===== config.mk =====
export PLATFORM = sky130hd
export DESIGN_NAME = sbst_tap
export DESIGN_NICKNAME = d
export VERILOG_FILES = /design/src/sbst_tap.v /design/src/sbst_sync.v /design/src/sbst_bsr.v
export VERILOG_INCLUDE_DIRS = /design/src
export SDC_FILE = /design/constraint.sdc
export NUM_CORES = 1
export LEC_CHECK = 0
export BUFFER_PORTS_ARGS = -buffer_cell sky130_fd_sc_hd__buf_4
export CAP_MARGIN = 15
export CELL_PAD_IN_SITES_DETAIL_PLACEMENT = 0
export CELL_PAD_IN_SITES_GLOBAL_PLACEMENT = 2
export CORE_ASPECT_RATIO = 0.9
export CORE_UTILIZATION = 39
export DETAILED_ROUTE_END_ITERATION = 10
export GPL_TIMING_DRIVEN = 0
export PLACE_DENSITY_LB_ADDON = 0.1
export SYNTH_ARGS = -nofsm -noshare
export SYNTH_HDL_FRONTEND = slang
export SYNTH_SLANG_ARGS = --single-unit

===== constraint.sdc =====
create_clock -name clk_sys -period 3.1 [get_ports clk_sys]
set_input_delay 0.31 -clock clk_sys [delete_from_list [all_inputs] [get_ports clk_sys]]
set_output_delay 0.31 -clock clk_sys [all_outputs]
set_load 0.005 [all_outputs]

===== src/sbst_defs.vh =====
// constants for the sram boundary-scan test port
// assumes inclusion by the tap and boundary-register design files of the port
`ifndef SBST_DEFS_VH
`define SBST_DEFS_VH

`define SBST_IR_W 3
`define SBST_ID_W 32
`define SBST_BSR_W 8
`define SBST_SYNC_W 2
`define SBST_RST_TMS_CNT 3'h5
`define SBST_CNT_W 3
// synchroniser reset: mode select and data-in idle high, test clock idles low
`define SBST_SYNC_RST 4'hc

// instruction codes
`define SBST_INS_EXTEST 3'h0
`define SBST_INS_IDCODE 3'h1
`define SBST_INS_SAMPZ 3'h2
`define SBST_INS_RSVD3 3'h3
`define SBST_INS_SAMPLE 3'h4
`define SBST_INS_RSVD5 3'h5
`define SBST_INS_RSVD6 3'h6
`define SBST_INS_BYPASS 3'h7

`define SBST_IR_CAPTURE 3'h1
// value arbitrary, stands in for a maker's code
`define SBST_ID_VALUE 32'h1234_5679

`endif


===== src/sbst_tap.v =====
// test access port controller for a synchronous sram
// assumes clk_sys much faster than tck; test pins asynchronous
`default_nettype none
`include "sbst_defs.vh"
module sbst_tap (
    input wire clk_sys,
    input wire rstn,
    input wire tck,
    input wire tms,
    input wire tms_oe,
    input wire tdi,
    input wire tdi_oe,
    input wire [`SBST_BSR_W-1:0] ring,
    output reg tdo,
    output reg tdo_oe,
    output reg mem_hiz
);
    localparam [15:0] ST_RESET = 16'h0001;
    localparam [15:0] ST_IDLE = 16'h0002;
    localparam [15:0] ST_SEL_DR = 16'h0004;
    localparam [15:0] ST_CAP_DR = 16'h0008;
    localparam [15:0] ST_SH_DR = 16'h0010;
    localparam [15:0] ST_EX1_DR = 16'h0020;
    localparam [15:0] ST_PA_DR = 16'h0040;
    localparam [15:0] ST_EX2_DR = 16'h0080;
    localparam [15:0] ST_UP_DR = 16'h0100;
    localparam [15:0] ST_SEL_IR = 16'h0200;
    localparam [15:0] ST_CAP_IR = 16'h0400;
    localparam [15:0] ST_SH_IR = 16'h0800;
    localparam [15:0] ST_EX1_IR = 16'h1000;
    localparam [15:0] ST_PA_IR = 16'h2000;
    localparam [15:0] ST_EX2_IR = 16'h4000;
    localparam [15:0] ST_UP_IR = 16'h8000;

    // undriven pins read high, modelling the internal pull-ups
    wire tms_pin = tms_oe ? tms : 1'b1;
    wire tdi_pin = tdi_oe ? tdi : 1'b1;
    wire [3:0] synced;
    sbst_sync u_sync (
        .clk_sys(clk_sys),
        .rstn(rstn),
        .d_in({tms_pin, tdi_pin, tck, 1'b0}),
        .rst_val(`SBST_SYNC_RST),
        .q_out(synced)
    );
    wire tms_s = synced[3];
    wire tdi_s = synced[2];
    wire tck_s = synced[1];

    reg tck_d;
    reg [15:0] state;
    reg [15:0] next_state;
    reg [`SBST_CNT_W-1:0] tms_cnt;
    reg [`SBST_IR_W-1:0] ir_sh;
    reg [`SBST_IR_W-1:0] ir;
    reg byp;
    reg [`SBST_ID_W-1:0] id_sh;
    reg so_sel;
    // tck stays low when unused, so no edges ever reach the logic
    wire tck_rise = tck_s & ~tck_d;
    wire tck_fall = ~tck_s & tck_d;
    wire bsr_so;

    // only the boundary register, id and bypass exist as data paths
    wire sel_bsr = (ir == `SBST_INS_EXTEST) | (ir == `SBST_INS_SAMPZ) |
                   (ir == `SBST_INS_SAMPLE);
    wire sel_id = (ir == `SBST_INS_IDCODE);
    // reserved and bypass codes fall through to bypass
    wire sel_byp = ~sel_bsr & ~sel_id;

    always @* begin
        case (state)
            ST_RESET: begin
                if (tms_s) begin
                    next_state = ST_RESET;
                end else begin
                    next_state = ST_IDLE;
                end
            end
            ST_IDLE: begin
                if (tms_s) begin
                    next_state = ST_SEL_DR;
                end else begin
                    next_state = ST_IDLE;
                end
            end
            ST_SEL_DR: begin
                if (tms_s) begin
                    next_state = ST_SEL_IR;
                end else begin
                    next_state = ST_CAP_DR;
                end
            end
            ST_CAP_DR: begin
                if (tms_s) begin
                    next_state = ST_EX1_DR;
                end else begin
                    next_state = ST_SH_DR;
                end
            end
            ST_SH_DR: begin
                if (tms_s) begin
                    next_state = ST_EX1_DR;
                end else begin
                    next_state = ST_SH_DR;
                end
            end
            ST_EX1_DR: begin
                if (tms_s) begin
                    next_state = ST_UP_DR;
                end else begin
                    next_state = ST_PA_DR;
                end
            end
            ST_PA_DR: begin
                if (tms_s) begin
                    next_state = ST_EX2_DR;
                end else begin
                    next_state = ST_PA_DR;
                end
            end
            ST_EX2_DR: begin
                if (tms_s) begin
                    next_state = ST_UP_DR;
                end else begin
                    next_state = ST_SH_DR;
                end
            end
            ST_UP_DR: begin
                if (tms_s) begin
                    next_state = ST_SEL_DR;
                end else begin
                    next_state = ST_IDLE;
                end
            end
            ST_SEL_IR: begin
                if (tms_s) begin
                    next_state = ST_RESET;
                end else begin
                    next_state = ST_CAP_IR;
                end
            end
            ST_CAP_IR: begin
                if (tms_s) begin
                    next_state = ST_EX1_IR;
                end else begin
                    next_state = ST_SH_IR;
                end
            end
            ST_SH_IR: begin
                if (tms_s) begin
                    next_state = ST_EX1_IR;
                end else begin
                    next_state = ST_SH_IR;
                end
            end
            ST_EX1_IR: begin
                if (tms_s) begin
                    next_state = ST_UP_IR;
                end else begin
                    next_state = ST_PA_IR;
                end
            end
            ST_PA_IR: begin
                if (tms_s) begin
                    next_state = ST_EX2_IR;
                end else begin
                    next_state = ST_PA_IR;
                end
            end
            ST_EX2_IR: begin
                if (tms_s) begin
                    next_state = ST_UP_IR;
                end else begin
                    next_state = ST_SH_IR;
                end
            end
            ST_UP_IR: begin
                if (tms_s) begin
                    next_state = ST_SEL_DR;
                end else begin
                    next_state = ST_IDLE;
                end
            end
            default: next_state = ST_RESET;
        endcase
    end

    // forced reset on the fifth high, whatever the fsm says
    wire tms_fifth = tms_s & (tms_cnt == `SBST_RST_TMS_CNT - 3'h1);
    reg [15:0] next_tap;

    always @* begin
        if (tms_fifth) begin
            next_tap = ST_RESET;
        end else begin
            next_tap = next_state;
        end
    end

    // edge detector resets to the idle low level of the test clock
    always @(posedge clk_sys or negedge rstn) begin
        if (!rstn) begin
            tck_d <= 1'b0;
        end else begin
            tck_d <= tck_s;
        end
    end

    // rstn models power-up; it also clears mem_hiz, the memory-side output
    always @(posedge clk_sys or negedge rstn) begin
        if (!rstn) begin
            state <= ST_RESET;
        end else if (tck_rise) begin
            state <= next_tap;
        end
    end

    // redundant watchdog; the fsm already reaches reset in five
    always @(posedge clk_sys or negedge rstn) begin
        if (!rstn) begin
            tms_cnt <= {`SBST_CNT_W{1'b0}};
        end else if (tck_rise) begin
            if (!tms_s) begin
                tms_cnt <= {`SBST_CNT_W{1'b0}};
            end else if (tms_cnt != `SBST_RST_TMS_CNT) begin
                tms_cnt <= tms_cnt + 3'h1;
            end
        end
    end

    // loaded on entry, so memory high-z follows at the very next fall
    always @(posedge clk_sys or negedge rstn) begin
        if (!rstn) begin
            ir <= `SBST_INS_IDCODE;
        end else if (tck_rise) begin
            if (next_tap == ST_RESET) begin
                ir <= `SBST_INS_IDCODE;
            end else if (next_tap == ST_UP_IR) begin
                ir <= ir_sh;
            end
        end
    end

    always @(posedge clk_sys or negedge rstn) begin
        if (!rstn) begin
            ir_sh <= `SBST_IR_CAPTURE;
        end else if (tck_rise) begin
            if (state == ST_CAP_IR) begin
                ir_sh <= `SBST_IR_CAPTURE;
            end else if (state == ST_SH_IR) begin
                ir_sh <= {tdi_s, ir_sh[`SBST_IR_W-1:1]};
            end
        end
    end

    always @(posedge clk_sys or negedge rstn) begin
        if (!rstn) begin
            id_sh <= {`SBST_ID_W{1'b0}};
        end else if (tck_rise && sel_id) begin
            if (state == ST_CAP_DR) begin
                id_sh <= `SBST_ID_VALUE;
            end else if (state == ST_SH_DR) begin
                id_sh <= {tdi_s, id_sh[`SBST_ID_W-1:1]};
            end
        end
    end

    // capture clears the bit, so a bypassed part always shifts out a zero first
    always @(posedge clk_sys or negedge rstn) begin
        if (!rstn) begin
            byp <= 1'b0;
        end else if (tck_rise && sel_byp) begin
            if (state == ST_CAP_DR) begin
                byp <= 1'b0;
            end else if (state == ST_SH_DR) begin
                byp <= tdi_s;
            end
        end
    end

    sbst_bsr u_bsr (
        .clk_sys(clk_sys),
        .rstn(rstn),
        .capture(tck_rise & (state == ST_CAP_DR) & sel_bsr),
        .shift(tck_rise & (state == ST_SH_DR) & sel_bsr),
        .tdi(tdi_s),
        .ring(ring),
        .so(bsr_so)
    );

    always @* begin
        if (state == ST_SH_IR) begin
            so_sel = ir_sh[0];
        end else if (sel_id) begin
            so_sel = id_sh[0];
        end else if (sel_bsr) begin
            so_sel = bsr_so;
        end else begin
            so_sel = byp;
        end
    end

    // outputs move only on tck falls, meeting standard devices' timing
    always @(posedge clk_sys or negedge rstn) begin
        if (!rstn) begin
            tdo <= 1'b0;
            tdo_oe <= 1'b0;
            mem_hiz <= 1'b0;
        end else if (tck_fall) begin
            tdo <= so_sel;
            tdo_oe <= (state == ST_SH_DR) | (state == ST_SH_IR);
            // test reset loads idcode, which releases memory outputs from high-z
            mem_hiz <= (ir == `SBST_INS_EXTEST) | (ir == `SBST_INS_SAMPZ);
        end
    end
endmodule // sbst_tap
`default_nettype wire


===== src/sbst_sync.v =====
// two-flop synchroniser for the test pins
// assumes inputs asynchronous to clk_sys
`default_nettype none
module sbst_sync (
    input wire clk_sys,
    input wire rstn,
    input wire [3:0] d_in,
    input wire [3:0] rst_val,
    output wire [3:0] q_out
);
    reg [3:0] stage1;
    reg [3:0] stage2;
    genvar i;
    generate
        for (i = 0; i < 4; i = i + 1) begin : g_bit
            // reset value constant per instance, chosen by caller tie-offs
            always @(posedge clk_sys or negedge rstn) begin
                if (!rstn) begin
                    stage1[i] <= 1'b0;
                    stage2[i] <= 1'b0;
                end else begin
                    stage1[i] <= d_in[i] ^ rst_val[i];
                    stage2[i] <= stage1[i];
                end
            end
            assign q_out[i] = stage2[i] ^ rst_val[i];
        end
    endgenerate
endmodule // sbst_sync
`default_nettype wire


===== src/sbst_bsr.v =====
// boundary-scan shift and capture register
// assumes capture and shift strobes from the tap controller
`default_nettype none
`include "sbst_defs.vh"
module sbst_bsr (
    input wire clk_sys,
    input wire rstn,
    input wire capture,
    input wire shift,
    input wire tdi,
    input wire [`SBST_BSR_W-1:0] ring,
    output wire so
);
    reg [`SBST_BSR_W-1:0] chain;
    // msb toward data-in, lsb toward data-out
    always @(posedge clk_sys or negedge rstn) begin
        if (!rstn) begin
            chain <= {`SBST_BSR_W{1'b0}};
        end else if (capture) begin
            chain <= ring;
        end else if (shift) begin
            chain <= {tdi, chain[`SBST_BSR_W-1:1]};
        end
    end
    assign so = chain[0];
endmodule // sbst_bsr
`default_nettype wire


==> impl_metrics.env <==
export IMPL_wl_per_cell_um=15.81
export IMPL_power_density_mw_per_mm2=536.1
export IMPL_grt_pass1_wl_mm=15.44
export IMPL_postSynth_topFlopCell="dfrtp_1"
export IMPL_antenna_found_initial=0
export IMPL_leakagePower_nw=1.958
export IMPL_skew_ns=0.01002
export IMPL_viasPerCell=5.309
export IMPL_pin_count=18
export IMPL_core_rowCount=33
export IMPL_clock_path_buffers=2
export IMPL_postRouteAntennaNets=0
export IMPL_max_cap_viol_count=0
export IMPL_yosysSeqAreaShare_pct=50.65
export IMPL_slew_viol_final=0
export IMPL_critical_path_class="reg2reg"
export IMPL_ctsHoldBuffers=0
export IMPL_synth_edff_count=0
export IMPL_fin_crit_ns=2.756
export IMPL_utilization_pct=46.36
export IMPL_path_buf_inv=2
export IMPL_grt_overflow=0
export IMPL_layout_drive_gt1_share_pct=14.67
export IMPL_dpl_hpwl_mm=6.020
export IMPL_synth_fp_nets=426
export IMPL_syn_inst=408
export IMPL_finalCritPeriodShare_pct=88.90
export IMPL_synthTopCellsByArea="dfrtp_1 49%, nand2_1 7.3%, nor2_1 4.7%, o21ai_0 3.3%, nand3_1 2.7%"
export IMPL_dieHeight_um=95.18
export IMPL_finalPower_mw=2.299
export IMPL_cts_made_buffers=9
export IMPL_synth_top_area_share_pct=48.55
export IMPL_crit_path_end_kind="flip-flop"
export IMPL_drt_total_wl_mm=9.045
export IMPL_yosys_warnings=0
export IMPL_yosysUniqueCellTypes=53
export IMPL_worstMarginPinSlew_ns=0.9733
export IMPL_final_setup_viol_count=0
export IMPL_cts_tree="built"
export IMPL_clkSinkCount=76
export IMPL_gp_congestion=0.7838
export IMPL_min_path_type="in2reg"
export IMPL_postSynthAreaPerCell_um2=9.221
export IMPL_async_flop_share_pct=100.0
export IMPL_synth_area_mm2=0.003762
export IMPL_initial_core_util_pct=40.68
export IMPL_worstPathCellList="clkbuf_1, nor4_4, nand3_1, o41ai_1, nand4_1, clkbuf_1, nor3_1, nor2_1"
export IMPL_dieArea_mm2=0.01004
export IMPL_final_cells=572
export IMPL_first_pass_iters=4
export IMPL_nets=463
export IMPL_crit_arrival_ns=3.00
export IMPL_grt_pass1_vias=2952
export IMPL_synth_seq_cells=76
export IMPL_path_delay_family="simple AND/OR/NAND/NOR gates"
export IMPL_nFillCells=961
export IMPL_cts_root_buf="clkbuf_8"
export IMPL_peakVddDrop_mv=0.2129
export IMPL_cp_required_ns=3.34
export IMPL_vias=3037
export IMPL_yosysTopAreaCell="dfrtp_1"
export IMPL_crit_path_top_delay_cell="nor4_4"
export IMPL_track_usage_pct=20.02
export IMPL_clk_latency_ns=0.36
export IMPL_numPortBuffers=17
export IMPL_syn2layout_area_growth_pct=13.97
export IMPL_slew_headroom_pct=35.12
export IMPL_drc=0
export IMPL_cp_common_cell="clkbuf_1"
export IMPL_path_max_fanout=10
export IMPL_place_inst=547
export IMPL_cpPeakStageDelay_ns=0.43
export IMPL_die_w_um=105.5
export IMPL_hold_viol=0
export IMPL_core_area_mm2=0.009249
export IMPL_grt_max_degree=77
export IMPL_setup_worst_path_start_class="flip-flop"
export IMPL_clk_pin_slew_ns=0.08
export IMPL_clock_fmax_mhz=362.9
export IMPL_n_antenna_cell=0
export IMPL_dr_first_iter_drc_count=147
export IMPL_htreeDepth=3
export IMPL_status="finished clean"
## flip-flops by register name, indices dropped and copies added, names as in the netlist
name / flops
mem_hiz: 1
tck_d: 1
id_sh: 32
state: 16
tdo_oe: 1
byp: 1
tms_cnt: 3
tdo: 1
u_sync.stage1: 3
ir: 3
u_bsr.chain: 8
u_sync.stage2: 3
ir_sh: 3
## repair_timing
action	CTS	global route
endpoints found under the hold margin	0	0
endpoints found under the setup margin	0	42
resized for setup	0	2
buffers inserted	0	9
## worst register-to-register path: stages, from the launching register on
cell	delay, ns
dfrtp_1	0.39
clkbuf_1	0.28
nor4_4	0.43
nand3_1	0.30
o41ai_1	0.39
nand4_1	0.26
clkbuf_1	0.34
nor3_1	0.21
nor2_1	0.06
## final cells by class
class	instances	area, um^2	area share (%)
clock inverters	5	31.28	0.7295
well taps	122	152.6	3.560
clock buffers	11	131.4	3.064
multi-input cells	299	1732	40.39
plain buffers	26	113.9	2.655
inverters	7	26.28	0.6128
repair buffers	26	195.2	4.552
flip-flops and latches	76	1906	44.44
## synth_stat cells (2+ instances only)
cell	instances
buf_2	7
or2_2	2
o22ai_1	2
ha_1	3
mux2i_1	8
dfstp_2	3
nor4_2	2
nor4_1	3
nor4b_1	5
xor2_1	3
a22o_1	5
o221ai_1	2
a21oi_1	13
nand4_1	7
o21ai_0	25
or4_1	5
and4_1	2
o31ai_1	3
nor3_1	20
or4_4	4
nand3b_1	5
inv_1	7
a31oi_1	3
nand3_1	20
nor2_1	47
dfrtp_1	73
nor2b_1	5
clkbuf_1	18
xnor2_1	5
nand2_1	73
mux2_2	2
nand2b_1	3
o2bb2ai_1	2
nor4_4	2
## power breakdown
| part | internal [mW] | switching [mW] |
|---|---|---|
| clock | 0.288 | 0.375 |
| combinational | 0.210 | 0.300 |
| sequential | 1.07 | 0.0597 |
## layout by cell type (no fill, tap or decap), types with 2 or more instances in the layout
master     instances
a21oi_1           13
a22o_1             5
a31oi_1            3
and4_1             2
buf_2              7
buf_4             26
clkbuf_1          20
clkbuf_8           9
clkinv_2           3
dfrtp_1           73
dfstp_2            3
ha_1               3
inv_1              7
mux2_2             2
mux2i_1            8
nand2_1           73
nand2b_1           3
nand3_1           20
nand3b_1           5
nand4_1            7
nor2_1            47
nor2b_1            5
nor3_1            20
nor4_1             2
nor4_2             2
nor4_4             3
nor4b_1            5
o21ai_0           25
o221ai_1           2
o22ai_1            2
o2bb2ai_1          2
o31ai_1            3
or2_2              2
or4_1              5
or4_4              4
xnor2_1            5
xor2_1             3
## path summary, 6_finish.rpt
| path | from | end | slack, ns | depth (start not counted) |
|---|---|---|---|---|
| max reg2reg | state[10] | id_sh[28] | 0.34 | 8 |
| max in group asynchronous | rstn | id_sh[25] | 2.36 | 1 |
| min | tck | u_sync.stage1[1] | 0.06 | 1 |
| max | state[10] | id_sh[28] | 0.34 | 8 |
| min in group asynchronous | rstn | state[14] | 0.10 | 1 |
| min reg2reg | u_sync.stage1[2] | u_sync.stage2[2] | 0.35 | 0 |
## kinds of logic after synthesis
logic type	Yosys count	share of synthesized area, %
AOI/OAI and AO/OA	66	11.37
xor gates and xnor gates	8	1.862
adders and majority gates	4	1.264
buffers and inverters	33	3.725
DFF	76	50.65
muxes	10	2.727
and+or+nand+nor	211	28.40
## metrics by stage
step | setup TNS [ns] | instance area, um^2 | worst slack, ns | hold WS [ns]
floorplan | 0 | 3762 | 0.6267 | 0.01441
global placement | 0 | 4043 | 0.05014 | 0.3335
detailed placement | 0 | 4043 | 0.08572 | 0.3347
CTS | 0 | 4205 | 0.05340 | 0.03774
global route | -0.01998 | 4288 | -0.01294 | 0.03386
finish | 0 | 4288 | 0.3442 | 0.05827
## metal layers
| layer | global-route usage, % | share of wire, % |
|---|---|---|
| met5 | 0 | 0 |
| met4 | 7.060 | 1.8 |
| met3 | 4.306 | 2.8 |
| met2 | 29.55 | 42 |
| met1 | 29.00 | 53 |
(Power assumes the default switching activity.)
